## src/svm_consts.svh

```systemverilog
// Register offsets, bit positions, reset values and timing counts of the supply monitor.
`ifndef SVM_CONSTS_SVH
`define SVM_CONSTS_SVH

// Register offsets on the 8-bit register port.
`define SVM_ADDR_DETECT_EN   8'h00
`define SVM_ADDR_THRESHOLD   8'h01
`define SVM_ADDR_CTRL1       8'h02
`define SVM_ADDR_CTRL2       8'h03
`define SVM_ADDR_STATUS1     8'h04
`define SVM_ADDR_COND2       8'h05
`define SVM_ADDR_STATUS2     8'h06
`define SVM_ADDR_IRQ_STATUS  8'h08
`define SVM_ADDR_IRQ_CLEAR   8'h09
`define SVM_ADDR_IRQ_ENABLE  8'h0A

// Bit positions inside the flag status registers.
`define SVM_STAT_PASSAGE_BIT 0
`define SVM_STAT_LEVEL_BIT   1

// Reset values of the software registers.
`define SVM_RST_DETECT_EN    2'h0
`define SVM_RST_THRESHOLD    8'h44
`define SVM_RST_CTRL         8'h00
`define SVM_RST_COND2        2'h0
`define SVM_RST_IRQ_ENABLE   2'h0

// Release delay after the supply recovers, and the clock period it is counted in.
`define SVM_RELEASE_TIME_NS  100000
`define SVM_CLK_PERIOD_NS    50

`endif

```

## src/svm_pkg.sv

```systemverilog
// Types shared by the supply monitor control logic.
package svm_pkg;

  // Per-channel control register layout, most significant bit first.
  typedef struct packed {
    logic       release_select;      // 1: release at the crossing, 0: after the delay.
    logic       action_mode;         // 1: reset action, 0: interrupt action.
    logic [1:0] sample_divider;      // Sampling clock divide select.
    logic       reserved;            // Reads as zero.
    logic       compare_out_enable;  // Passes the comparator result onward.
    logic       filter_bypass;       // Skips the sampling filter.
    logic       action_enable;       // Allows the selected action.
  } svm_ch_ctrl_t;

  // Crossing kinds selectable for channel 2.
  typedef enum logic [1:0] {
    SVM_COND_RISE = 2'b00,
    SVM_COND_FALL = 2'b01,
    SVM_COND_BOTH = 2'b10,
    SVM_COND_ANY  = 2'b11
  } svm_cond_t;

endpackage : svm_pkg

```

## src/svm_supply_monitor.sv

```systemverilog
// Control logic of a three-channel supply voltage monitor with register port.
//
// Summary of operation
// - Channel 0 resets below threshold, delayed release.
// - Channel 0 level from option word field.
// - Channels 1, 2 detect rising and falling crossings.
// - Read-only level flag shows current supply side.
// - Passage flag latches on configured crossing.
// - Reset mode: release after delay or crossing.
// - Mode bit picks action; enable bit gates it.
// - Filter bypass bit skips the sampling filter.
// - Sample clock is slow oscillator over 2..16.
// - Channel 1 level code in low nibble.
// - Channel 2 level code in high nibble.
// - Compare output enable gates result to logic.
// - Common register holds both detection enables.
// - Channel 2 condition picks rise, fall, both.
// - Channel 2 passage emits a link event.
//
// Channel 0 is always armed.
// It holds the reset request from reset on.
// A dip restarts its release count.
// Channels 1 and 2 share one structure.
// Each has a divider, filter and reset timer.
// Dividers count oscillator edges.
// They run free, so a first tick may be early.
// Filtering needs two agreeing ticks.
// The accepted level feeds flag, edges, hold.
// A closed gate freezes the accepted level.
// Reopening it may show one late crossing.
// So configure a channel before enabling it.
// Interrupts need interrupt mode and enable.
// Resets need reset mode, enable, detection.
// A set wins a clear in the same cycle.
// Invalid level codes are passed unchecked.
// Comparator syncs reset to above.
// So no false drop follows reset.
// The oscillator sync resets low.
// The link event trails a crossing by one.
// Read data are zero outside the answer.
// Unmapped offsets read zero.
// Writes to them are ignored.
// The reserved control bit reads zero.
// The channel 0 field is caught once.
// Delays count system cycles.
// Twelve counter bits cover the delay.
// Channel 1 reports every crossing.
// Channel 2 obeys its condition field.
// Passage flags clear on a written zero.
// Status clears on a written one.
// Irq stays high while enabled bits stand.
`timescale 1ns/1ps
`default_nettype none
`include "svm_consts.svh"

module svm_supply_monitor
  import svm_pkg::*;
(
  input  wire logic       clk,                    // System clock, 20 MHz.
  input  wire logic       rst_n,                  // Synchronous reset, active low.
  input  wire logic [7:0] reg_addr,               // Register address.
  input  wire logic [7:0] reg_wdata,              // Register write data.
  input  wire logic       reg_wr,                 // Write strobe.
  input  wire logic       reg_rd,                 // Read strobe.
  output logic      [7:0] reg_rdata,              // Read data, one cycle after the strobe.
  input  wire logic [1:0] option_word_one,        // Channel 0 level field of option memory.
  input  wire logic       slow_onchip_oscillator, // Slow oscillator, asynchronous.
  input  wire logic       ch0_above,              // Comparator 0: supply above threshold.
  input  wire logic       ch1_above,              // Comparator 1: supply above threshold.
  input  wire logic       ch2_above,              // Comparator 2: supply above threshold.
  output logic      [1:0] ch0_threshold_code,     // Channel 0 level select to the analog part.
  output logic      [3:0] ch1_threshold_code,     // Channel 1 level select to the analog part.
  output logic      [3:0] ch2_threshold_code,     // Channel 2 level select to the analog part.
  output logic      [1:0] detect_on,              // Comparator power enables, channel 1 in bit 0.
  output logic            supply_reset_req,       // Reset request to the reset logic.
  output logic            irq,                    // Level interrupt.
  output logic            ch2_passage_event       // One-cycle event to the link logic.
);

  // Release delay in clock cycles, rounded up.
  localparam int RELEASE_CYC_I =
    (`SVM_RELEASE_TIME_NS + `SVM_CLK_PERIOD_NS - 1) / `SVM_CLK_PERIOD_NS;
  localparam logic [11:0] RELEASE_LAST = 12'(RELEASE_CYC_I - 1);

  // Software registers.
  logic [1:0]   detect_on_r;    // Detection enables, channel 1 in bit 0.
  logic [7:0]   threshold_r;    // Level codes of channels 1 and 2.
  svm_ch_ctrl_t ctrl_r [2];     // Control registers of channels 1 and 2.
  logic [1:0]   cond2_r;        // Channel 2 crossing condition.
  logic [1:0]   passage_r;      // Passage flags, channel 1 in bit 0.
  logic [1:0]   irq_status_r;   // Sticky interrupt events.
  logic [1:0]   irq_enable_r;   // Interrupt enables.
  logic [1:0]   ch0_code_r;     // Captured option word field.
  logic         strap_taken_r;  // Option field has been captured.
  logic [7:0]   rdata_r;        // Registered read data.
  logic [7:0]   rdata_nxt;      // Read data selected this cycle.
  logic         event_r;        // Registered link event.

  // Synchronisers for the asynchronous inputs.
  logic [2:0] cmp_meta_r;       // First stage, read only by the second stage.
  logic [2:0] cmp_sync_r;       // Synchronised comparator levels.
  logic       osc_meta_r;       // First stage of the slow oscillator.
  logic       osc_sync_r;       // Synchronised slow oscillator.
  logic       osc_prev_r;       // Previous synchronised oscillator level.
  logic       osc_rise;         // One-cycle pulse on each oscillator rising edge.

  // Per-channel results collected from the channel loop.
  logic [1:0] lvl_w;            // Filtered level, 1 while supply is above.
  logic [1:0] cross_w;          // Crossing of the configured kind this cycle.
  logic [1:0] rst_w;            // Reset request of the channel.
  logic [1:0] irq_ev_w;         // Interrupt event of the channel.

  // Channel 0 reset timing.
  logic        ch0_hold_r;      // Channel 0 is holding the reset.
  logic [11:0] ch0_cnt_r;       // Channel 0 release counter.

  // Comparator inputs pass two flip-flops before anything reads them.
  always_ff @(posedge clk) begin
    if (!rst_n) begin
      cmp_meta_r <= 3'h7;
      cmp_sync_r <= 3'h7;
    end else begin
      cmp_meta_r <= {ch2_above, ch1_above, ch0_above};
      cmp_sync_r <= cmp_meta_r;
    end
  end

  // The slow oscillator is synchronised and its rising edge becomes an enable pulse.
  always_ff @(posedge clk) begin
    if (!rst_n) begin
      osc_meta_r <= 1'b0;
      osc_sync_r <= 1'b0;
      osc_prev_r <= 1'b0;
    end else begin
      osc_meta_r <= slow_onchip_oscillator;
      osc_sync_r <= osc_meta_r;
      osc_prev_r <= osc_sync_r;
    end
  end

  assign osc_rise = osc_sync_r & ~osc_prev_r;

  // The option field is caught once, in the first cycle after reset release.
  always_ff @(posedge clk) begin
    if (!rst_n) begin
      ch0_code_r    <= 2'h0;
      strap_taken_r <= 1'b0;
    end else if (!strap_taken_r) begin
      ch0_code_r    <= option_word_one;
      strap_taken_r <= 1'b1;
    end
  end

  // Channel 0 holds reset while below, then counts the delay once above.
  always_ff @(posedge clk) begin
    if (!rst_n) begin
      ch0_hold_r <= 1'b1;
      ch0_cnt_r  <= 12'h000;
    end else if (!cmp_sync_r[0]) begin
      ch0_hold_r <= 1'b1;
      ch0_cnt_r  <= 12'h000;
    end else if (ch0_hold_r) begin
      // A dip during the count restarts it, so release needs a steady interval.
      if (ch0_cnt_r == RELEASE_LAST) begin
        ch0_hold_r <= 1'b0;
      end else begin
        ch0_cnt_r <= ch0_cnt_r + 12'h001;
      end
    end
  end

  // Channels 1 and 2 share one structure: divider, filter, crossing and reset timing.
  genvar gi;
  generate
    for (gi = 0; gi < 2; gi = gi + 1) begin : g_ch
      logic [3:0]  div_cnt_r;   // Counts oscillator edges for the sample clock.
      logic [3:0]  div_mask;    // Low counter bits that must all be set for a tick.
      logic        tick;        // Sample enable pulse.
      logic        gate;        // Comparator result allowed through.
      logic        smp_r;       // Previous filter sample.
      logic        lvl_r;       // Accepted level.
      logic        prev_r;      // Accepted level one cycle earlier.
      logic        rise;        // Supply went above the threshold.
      logic        fall;        // Supply went below the threshold.
      logic        hold_r;      // Channel is holding its reset.
      logic [11:0] cnt_r;       // Release delay counter.

      assign gate = detect_on_r[gi] & ctrl_r[gi].compare_out_enable;

      // Divide select 0..3 gives a tick every 2, 4, 8 or 16 oscillator edges.
      assign div_mask = {ctrl_r[gi].sample_divider == 2'h3,
                         ctrl_r[gi].sample_divider[1],
                         ctrl_r[gi].sample_divider != 2'h0,
                         1'b1};
      assign tick     = osc_rise & ((div_cnt_r & div_mask) == div_mask);

      // Free-running divider of the slow oscillator edges.
      always_ff @(posedge clk) begin
        if (!rst_n) begin
          div_cnt_r <= 4'h0;
        end else if (osc_rise) begin
          div_cnt_r <= div_cnt_r + 4'h1;
        end
      end

      // Filter: a new level is taken when two consecutive samples agree.
      always_ff @(posedge clk) begin
        if (!rst_n) begin
          smp_r <= 1'b1;
          lvl_r <= 1'b1;
        end else if (gate) begin
          if (ctrl_r[gi].filter_bypass) begin
            // Bypass follows the comparator directly.
            smp_r <= cmp_sync_r[gi+1];
            lvl_r <= cmp_sync_r[gi+1];
          end else if (tick) begin
            smp_r <= cmp_sync_r[gi+1];
            if (smp_r == cmp_sync_r[gi+1]) begin
              lvl_r <= cmp_sync_r[gi+1];
            end
          end
        end
      end

      // Edge detection on the accepted level.
      always_ff @(posedge clk) begin
        if (!rst_n) begin
          prev_r <= 1'b1;
        end else begin
          prev_r <= lvl_r;
        end
      end

      assign rise = lvl_r & ~prev_r;
      assign fall = ~lvl_r & prev_r;

      // Channel 1 reports any crossing; channel 2 follows its condition field.
      if (gi == 0) begin : g_any
        assign cross_w[gi] = gate & (rise | fall);
      end else begin : g_cond
        // Rise, fall, or both for the two remaining codes.
        assign cross_w[gi] = gate & ((svm_cond_t'(cond2_r) == SVM_COND_RISE) ? rise :
                                     (svm_cond_t'(cond2_r) == SVM_COND_FALL) ? fall :
                                     (rise | fall));
      end

      // Reset timing: hold while below, release at the crossing or after the delay.
      always_ff @(posedge clk) begin
        if (!rst_n) begin
          hold_r <= 1'b0;
          cnt_r  <= 12'h000;
        end else if (!lvl_r) begin
          hold_r <= 1'b1;
          cnt_r  <= 12'h000;
        end else if (hold_r) begin
          if (ctrl_r[gi].release_select || cnt_r == RELEASE_LAST) begin
            hold_r <= 1'b0;
          end else begin
            cnt_r <= cnt_r + 12'h001;
          end
        end
      end

      assign lvl_w[gi]    = lvl_r;
      // The mode bit picks the action and the enable bit lets it out.
      assign rst_w[gi]    = hold_r & detect_on_r[gi] & ctrl_r[gi].action_mode
                            & ctrl_r[gi].action_enable;
      assign irq_ev_w[gi] = cross_w[gi] & ~ctrl_r[gi].action_mode
                            & ctrl_r[gi].action_enable;
    end
  endgenerate

  // Configuration registers written by software.
  always_ff @(posedge clk) begin
    if (!rst_n) begin
      detect_on_r  <= `SVM_RST_DETECT_EN;
      threshold_r  <= `SVM_RST_THRESHOLD;
      ctrl_r[0]    <= svm_ch_ctrl_t'(`SVM_RST_CTRL);
      ctrl_r[1]    <= svm_ch_ctrl_t'(`SVM_RST_CTRL);
      cond2_r      <= `SVM_RST_COND2;
      irq_enable_r <= `SVM_RST_IRQ_ENABLE;
    end else if (reg_wr) begin
      case (reg_addr)
        `SVM_ADDR_DETECT_EN: detect_on_r  <= reg_wdata[1:0];
        `SVM_ADDR_THRESHOLD: threshold_r  <= reg_wdata;
        `SVM_ADDR_CTRL1:     ctrl_r[0]    <= svm_ch_ctrl_t'(reg_wdata & 8'hF7);
        `SVM_ADDR_CTRL2:     ctrl_r[1]    <= svm_ch_ctrl_t'(reg_wdata & 8'hF7);
        `SVM_ADDR_COND2:     cond2_r      <= reg_wdata[1:0];
        `SVM_ADDR_IRQ_ENABLE: irq_enable_r <= reg_wdata[1:0];
        default: begin
          // Other offsets hold no writable configuration.
        end
      endcase
    end
  end

  // Passage flags: set on a crossing, cleared by writing zero; a set wins the clear.
  always_ff @(posedge clk) begin
    if (!rst_n) begin
      passage_r <= 2'h0;
    end else begin
      for (int i = 0; i < 2; i++) begin
        if (cross_w[i]) begin
          passage_r[i] <= 1'b1;
        end else if (reg_wr && !reg_wdata[`SVM_STAT_PASSAGE_BIT] &&
                     reg_addr == (i == 0 ? `SVM_ADDR_STATUS1 : `SVM_ADDR_STATUS2)) begin
          passage_r[i] <= 1'b0;
        end
      end
    end
  end

  // Sticky interrupt status, cleared by writing one to the clear register.
  always_ff @(posedge clk) begin
    if (!rst_n) begin
      irq_status_r <= 2'h0;
    end else begin
      for (int i = 0; i < 2; i++) begin
        if (irq_ev_w[i]) begin
          irq_status_r[i] <= 1'b1;
        end else if (reg_wr && reg_addr == `SVM_ADDR_IRQ_CLEAR && reg_wdata[i]) begin
          irq_status_r[i] <= 1'b0;
        end
      end
    end
  end

  // Channel 2 crossings leave as a one-cycle event to the link logic.
  always_ff @(posedge clk) begin
    if (!rst_n) begin
      event_r <= 1'b0;
    end else begin
      event_r <= cross_w[1];
    end
  end

  // Read data selection; unmapped and write-only offsets read zero.
  always_comb begin
    rdata_nxt = 8'h00;
    case (reg_addr)
      `SVM_ADDR_DETECT_EN:  rdata_nxt = {6'h00, detect_on_r};
      `SVM_ADDR_THRESHOLD:  rdata_nxt = threshold_r;
      `SVM_ADDR_CTRL1:      rdata_nxt = ctrl_r[0];
      `SVM_ADDR_CTRL2:      rdata_nxt = ctrl_r[1];
      `SVM_ADDR_STATUS1:    rdata_nxt = {6'h00, lvl_w[0], passage_r[0]};
      `SVM_ADDR_COND2:      rdata_nxt = {6'h00, cond2_r};
      `SVM_ADDR_STATUS2:    rdata_nxt = {6'h00, lvl_w[1], passage_r[1]};
      `SVM_ADDR_IRQ_STATUS: rdata_nxt = {6'h00, irq_status_r};
      `SVM_ADDR_IRQ_ENABLE: rdata_nxt = {6'h00, irq_enable_r};
      default:              rdata_nxt = 8'h00;
    endcase
  end

  // Read data stand only in the cycle after the read strobe.
  always_ff @(posedge clk) begin
    if (!rst_n) begin
      rdata_r <= 8'h00;
    end else begin
      rdata_r <= reg_rd ? rdata_nxt : 8'h00;
    end
  end

  // Outputs.
  assign reg_rdata          = rdata_r;
  assign ch0_threshold_code = ch0_code_r;
  assign ch1_threshold_code = threshold_r[3:0];
  assign ch2_threshold_code = threshold_r[7:4];
  assign detect_on          = detect_on_r;
  assign supply_reset_req   = ch0_hold_r | (|rst_w);
  assign irq                = |(irq_status_r & irq_enable_r);
  assign ch2_passage_event  = event_r;

endmodule : svm_supply_monitor

`default_nettype wire

```

## config.mk

```make
export PLATFORM = sky130hd
export DESIGN_NAME = svm_supply_monitor
export DESIGN_NICKNAME = d
export VERILOG_FILES = /design/src/svm_pkg.sv /design/src/svm_supply_monitor.sv
export VERILOG_INCLUDE_DIRS = /design/src
export SDC_FILE = /design/constraint.sdc
export NUM_CORES = 1
export LEC_CHECK = 0
export ABC_CLOCK_PERIOD_IN_PS = 7180
export BUFFER_PORTS_ARGS = -buffer_cell sky130_fd_sc_hd__buf_2
export CORE_MARGIN = 2
export CORE_UTILIZATION = 63
export DETAILED_ROUTE_END_ITERATION = 10
export PLACE_DENSITY = 0.85
export SLEW_MARGIN = 0
export SYNTH_ARGS = -nofsm -noshare
export SYNTH_HDL_FRONTEND = slang
export SYNTH_SLANG_ARGS = --single-unit
```

## constraint.sdc

```tcl
create_clock -name clk -period 7.18 [get_ports clk]
set_clock_uncertainty 0.2 [all_clocks]
set_input_delay 0.718 -clock clk [delete_from_list [all_inputs] [get_ports clk]]
set_output_delay 0.718 -clock clk [all_outputs]
set_load 0.05 [all_outputs]
```

==> results.toml <==
[outcome]
status = "finished clean"

[yosys]
ys_seq_elements = 106
netlist_instances = 486
synth_edf_count = 14
ys_warn_count = 0
synth_top_area_share_pct = 40.58
synth_xor_area_share_pct = 6.369
synth-simple-area-share_pct = 23.24
ys_seq_area_share_pct = 49.85
synthesis.nets = 519
netlist_top_cells_area = "dfxtp_1 (41%), edfxtp_1 (9.3%), nor2_1 (6.0%)"
synthAdderAreaFrac_pct = 1.930
synth_compound_area_share_pct = 9.981
syn_area_sq_um = 4538
syn_area_per_cell_sq_um = 9.338
yosysTopAreaCell = "dfxtp_1"
synth_mux_area_share_pct = 5.652
synth_cell_types = 53
synth-main-ff-cell = "dfxtp_1"
async_reset_ff_share_pct = 0
synth_top_family_by_area = "simple AND/OR/NAND/NOR gates"

[cells_and_area]
layout.cells.non_filler = 628
area_growth_pct = 10.89
design_area_sq_um = 5032
drive_gt1_share_pct = 14.10
final_core_util_pct = 73.26
final_nets = 560
diodes = 0

[drt]
viasPerCell = 5.882
wl_um = 9955
detail_route.wl_per_cell_um = 15.85
drc = 0
num_vias = 3694
drtIter0Drc = 222
drt_pass1_iterations = 5
ant_nets = 0

[placement]
dp.cells = 612
port_buffers = 48
place.detailed.hpwl_um = 6979
placed_cell_area_sq_um = 4823
pre_cts_ws_ns = 3.945
place.gp.congestion = 0.8647

[pwr]
total_power_mw = 1.049
power.switching_mw = 0.2474
p_per_area_nw_per_um2 = 208.5
p_seq_share_pct = 58.8
clockPowerShare_pct = 36.2
sw_frac_of_total_pct = 23.57
p_int_mw = 0.8020
p_leak_nw = 1.978
combPwrFrac_pct = 5.0
peakVddDrop_uv = 122.0

[clock_network]
clk-insertion-delay-late_ns = 0.37
cts.hold.buffers_added = 0
cts_root_buf = "clkbuf_8"
cts-buffers-inserted = 9
clkTransAtPathRegs_ns = 0.11
cts_max_path_buffers = 2
cts_resized = 0
numClockSinks = 106
cts-htree-levels = 3
post_cts.repair.setup_buffers = 0
tritoncts = "yes"

[setup_path]
crit_required_ns = 6.98
crit_path_end_kind = "flip-flop"
critPathArrivalTime_ns = 2.67
cp-start-kind = "primary input"
critical_path_class = "in2reg"
worstPathMaxFanout = 7

[timing]
rsz0062_at_grt = "false"
setup-violations-final = 0
timing.fmax_mhz = 347.5
final.setup.tns_ns = 0
hold_viol = 0
period_needed_ns = 2.878
fin_crit_sh_pct = 40.08
whs_ns = 0.2037
tightestPinTransition_ns = 1.014
drv_slew = 0
slew_headroom_pct = 31.68
worst_slack_ns = 4.302

[global_routing]
grt_pass1_vias = 3499
grt_start_max_net_pins = 30
grt_usage_pct = 26.75
grt_pass1_wl_um = 16010
antenna_found_initial = 0
grt_overflow_total = 0

[run]
drv_cap = 0

[die]
die_w_um = 88.87
start_util_pct = 66.07
row_count = 30
die-area_sq_um = 7898
coreArea_sq_um = 6869
fp.dieH_um = 88.87
io_pins = 49

[hold_path]
hold_class = "reg2reg"
sequential cells by signal, summed over array words and instances (netlist names), 3 cells and up:
signal,cells
reg_rdata,8
ch0_cnt_r,12
cmp_sync_r,3
cmp_meta_r,3
g_ch.div_cnt_r,8
ctrl_r,14
g_ch.cnt_r,24
threshold_r,8
worst max-delay path, cell delays in order:
cell and delay, ns:
buf_2 0.10, or4_1 0.59, nor3_4 0.30, nand2_1 0.14, o21ai_0 0.82
synthesized netlist by cell type, types with 2 or more instances:
cell type / count
nand3b_1: 3
xor2_1: 12
inv_1: 16
a211oi_1: 2
a21oi_1: 17
edfxtp_1: 14
dfxtp_1: 92
a22o_1: 3
a31oi_1: 5
nand3_1: 22
and3_1: 5
ha_1: 7
mux2i_1: 20
nor2_1: 73
or3_1: 5
a211o_1: 2
nand2b_1: 8
nor4_1: 5
a41oi_1: 2
o21ai_0: 16
o2111ai_1: 3
nor3_1: 11
nand4_1: 11
nor2b_1: 8
nand2_1: 40
clkbuf_1: 14
mux2_2: 5
nor3b_1: 2
a22oi_1: 6
xnor2_1: 21
or2_2: 2
and2_1: 11
buf_1: 3
cells in the final DEF, fill, tap and decap left out, types with 12 or more instances in the layout:
master / synthesis / routed
dfxtp_1: 92 / 92
nor2_1: 73 / 73
buf_2: 0 / 48
nand2_1: 40 / 40
nand3_1: 22 / 22
xnor2_1: 21 / 21
mux2i_1: 20 / 20
a21oi_1: 17 / 17
inv_1: 16 / 16
o21ai_0: 16 / 16
edfxtp_1: 14 / 14
xor2_1: 12 / 12
power by group through the flow:
stage / registers [mW] / logic (mW) / clock network (mW)
floorplan: 0.631 / 0.0309 / 0
global placement: 0.630 / 0.0490 / 0
detailed placement: 0.631 / 0.0510 / 0
CTS: 0.617 / 0.0516 / 0.388
global route: 0.619 / 0.0571 / 0.406
finish: 0.617 / 0.0520 / 0.380
logic make-up (layout without fill, tap and decap cells):
family,after synthesis,after routing
and+or+nand+nor,214,214
DFF,106,106
AOI/OAI and AO/OA,67,67
buffers and inverters,34,80
xor gates and xnor gates,33,33
muxes,25,25
adders and majority gates,7,7
metal layers:
metal | routed length (um) | share of wire (%) | GRT usage, %
met4 | 261 | 2.6 | 12.95
met3 | 643 | 6.5 | 5.037
met1 | 4192 | 42 | 33.69
met5 | 0 | 0 | 0
met2 | 4858 | 49 | 44.23
final timing paths:
path / to / start / cells past startpoint / slack [ns]
max reg2reg: g_ch[0].smp_r$_SDFFE_PN1P_ / osc_sync_r$_SDFF_PN0_ / 4 / 4.87
max: ctrl_r[0][7]$_DFFE_PP_ / reg_addr[5] / 5 / 4.30
min reg2reg: cmp_sync_r[0]$_SDFF_PN1_ / cmp_meta_r[0]$_SDFF_PN1_ / 1 / 0.20
min: cmp_sync_r[0]$_SDFF_PN1_ / cmp_meta_r[0]$_SDFF_PN1_ / 1 / 0.20
cell type report:
cell class                      count  area [sq um]
Clock buffer                       10         137.6
Clock inverter                      6         71.32
Fill cell                         534          1837
Inverter                           16         60.06
Multi-Input combinational cell    346          2141
Sequential cell                   106          2262
Tap cell                           96         120.1
Timing Repair Buffer               48         240.2
Note: power is estimated with default switching activity, not from simulation.
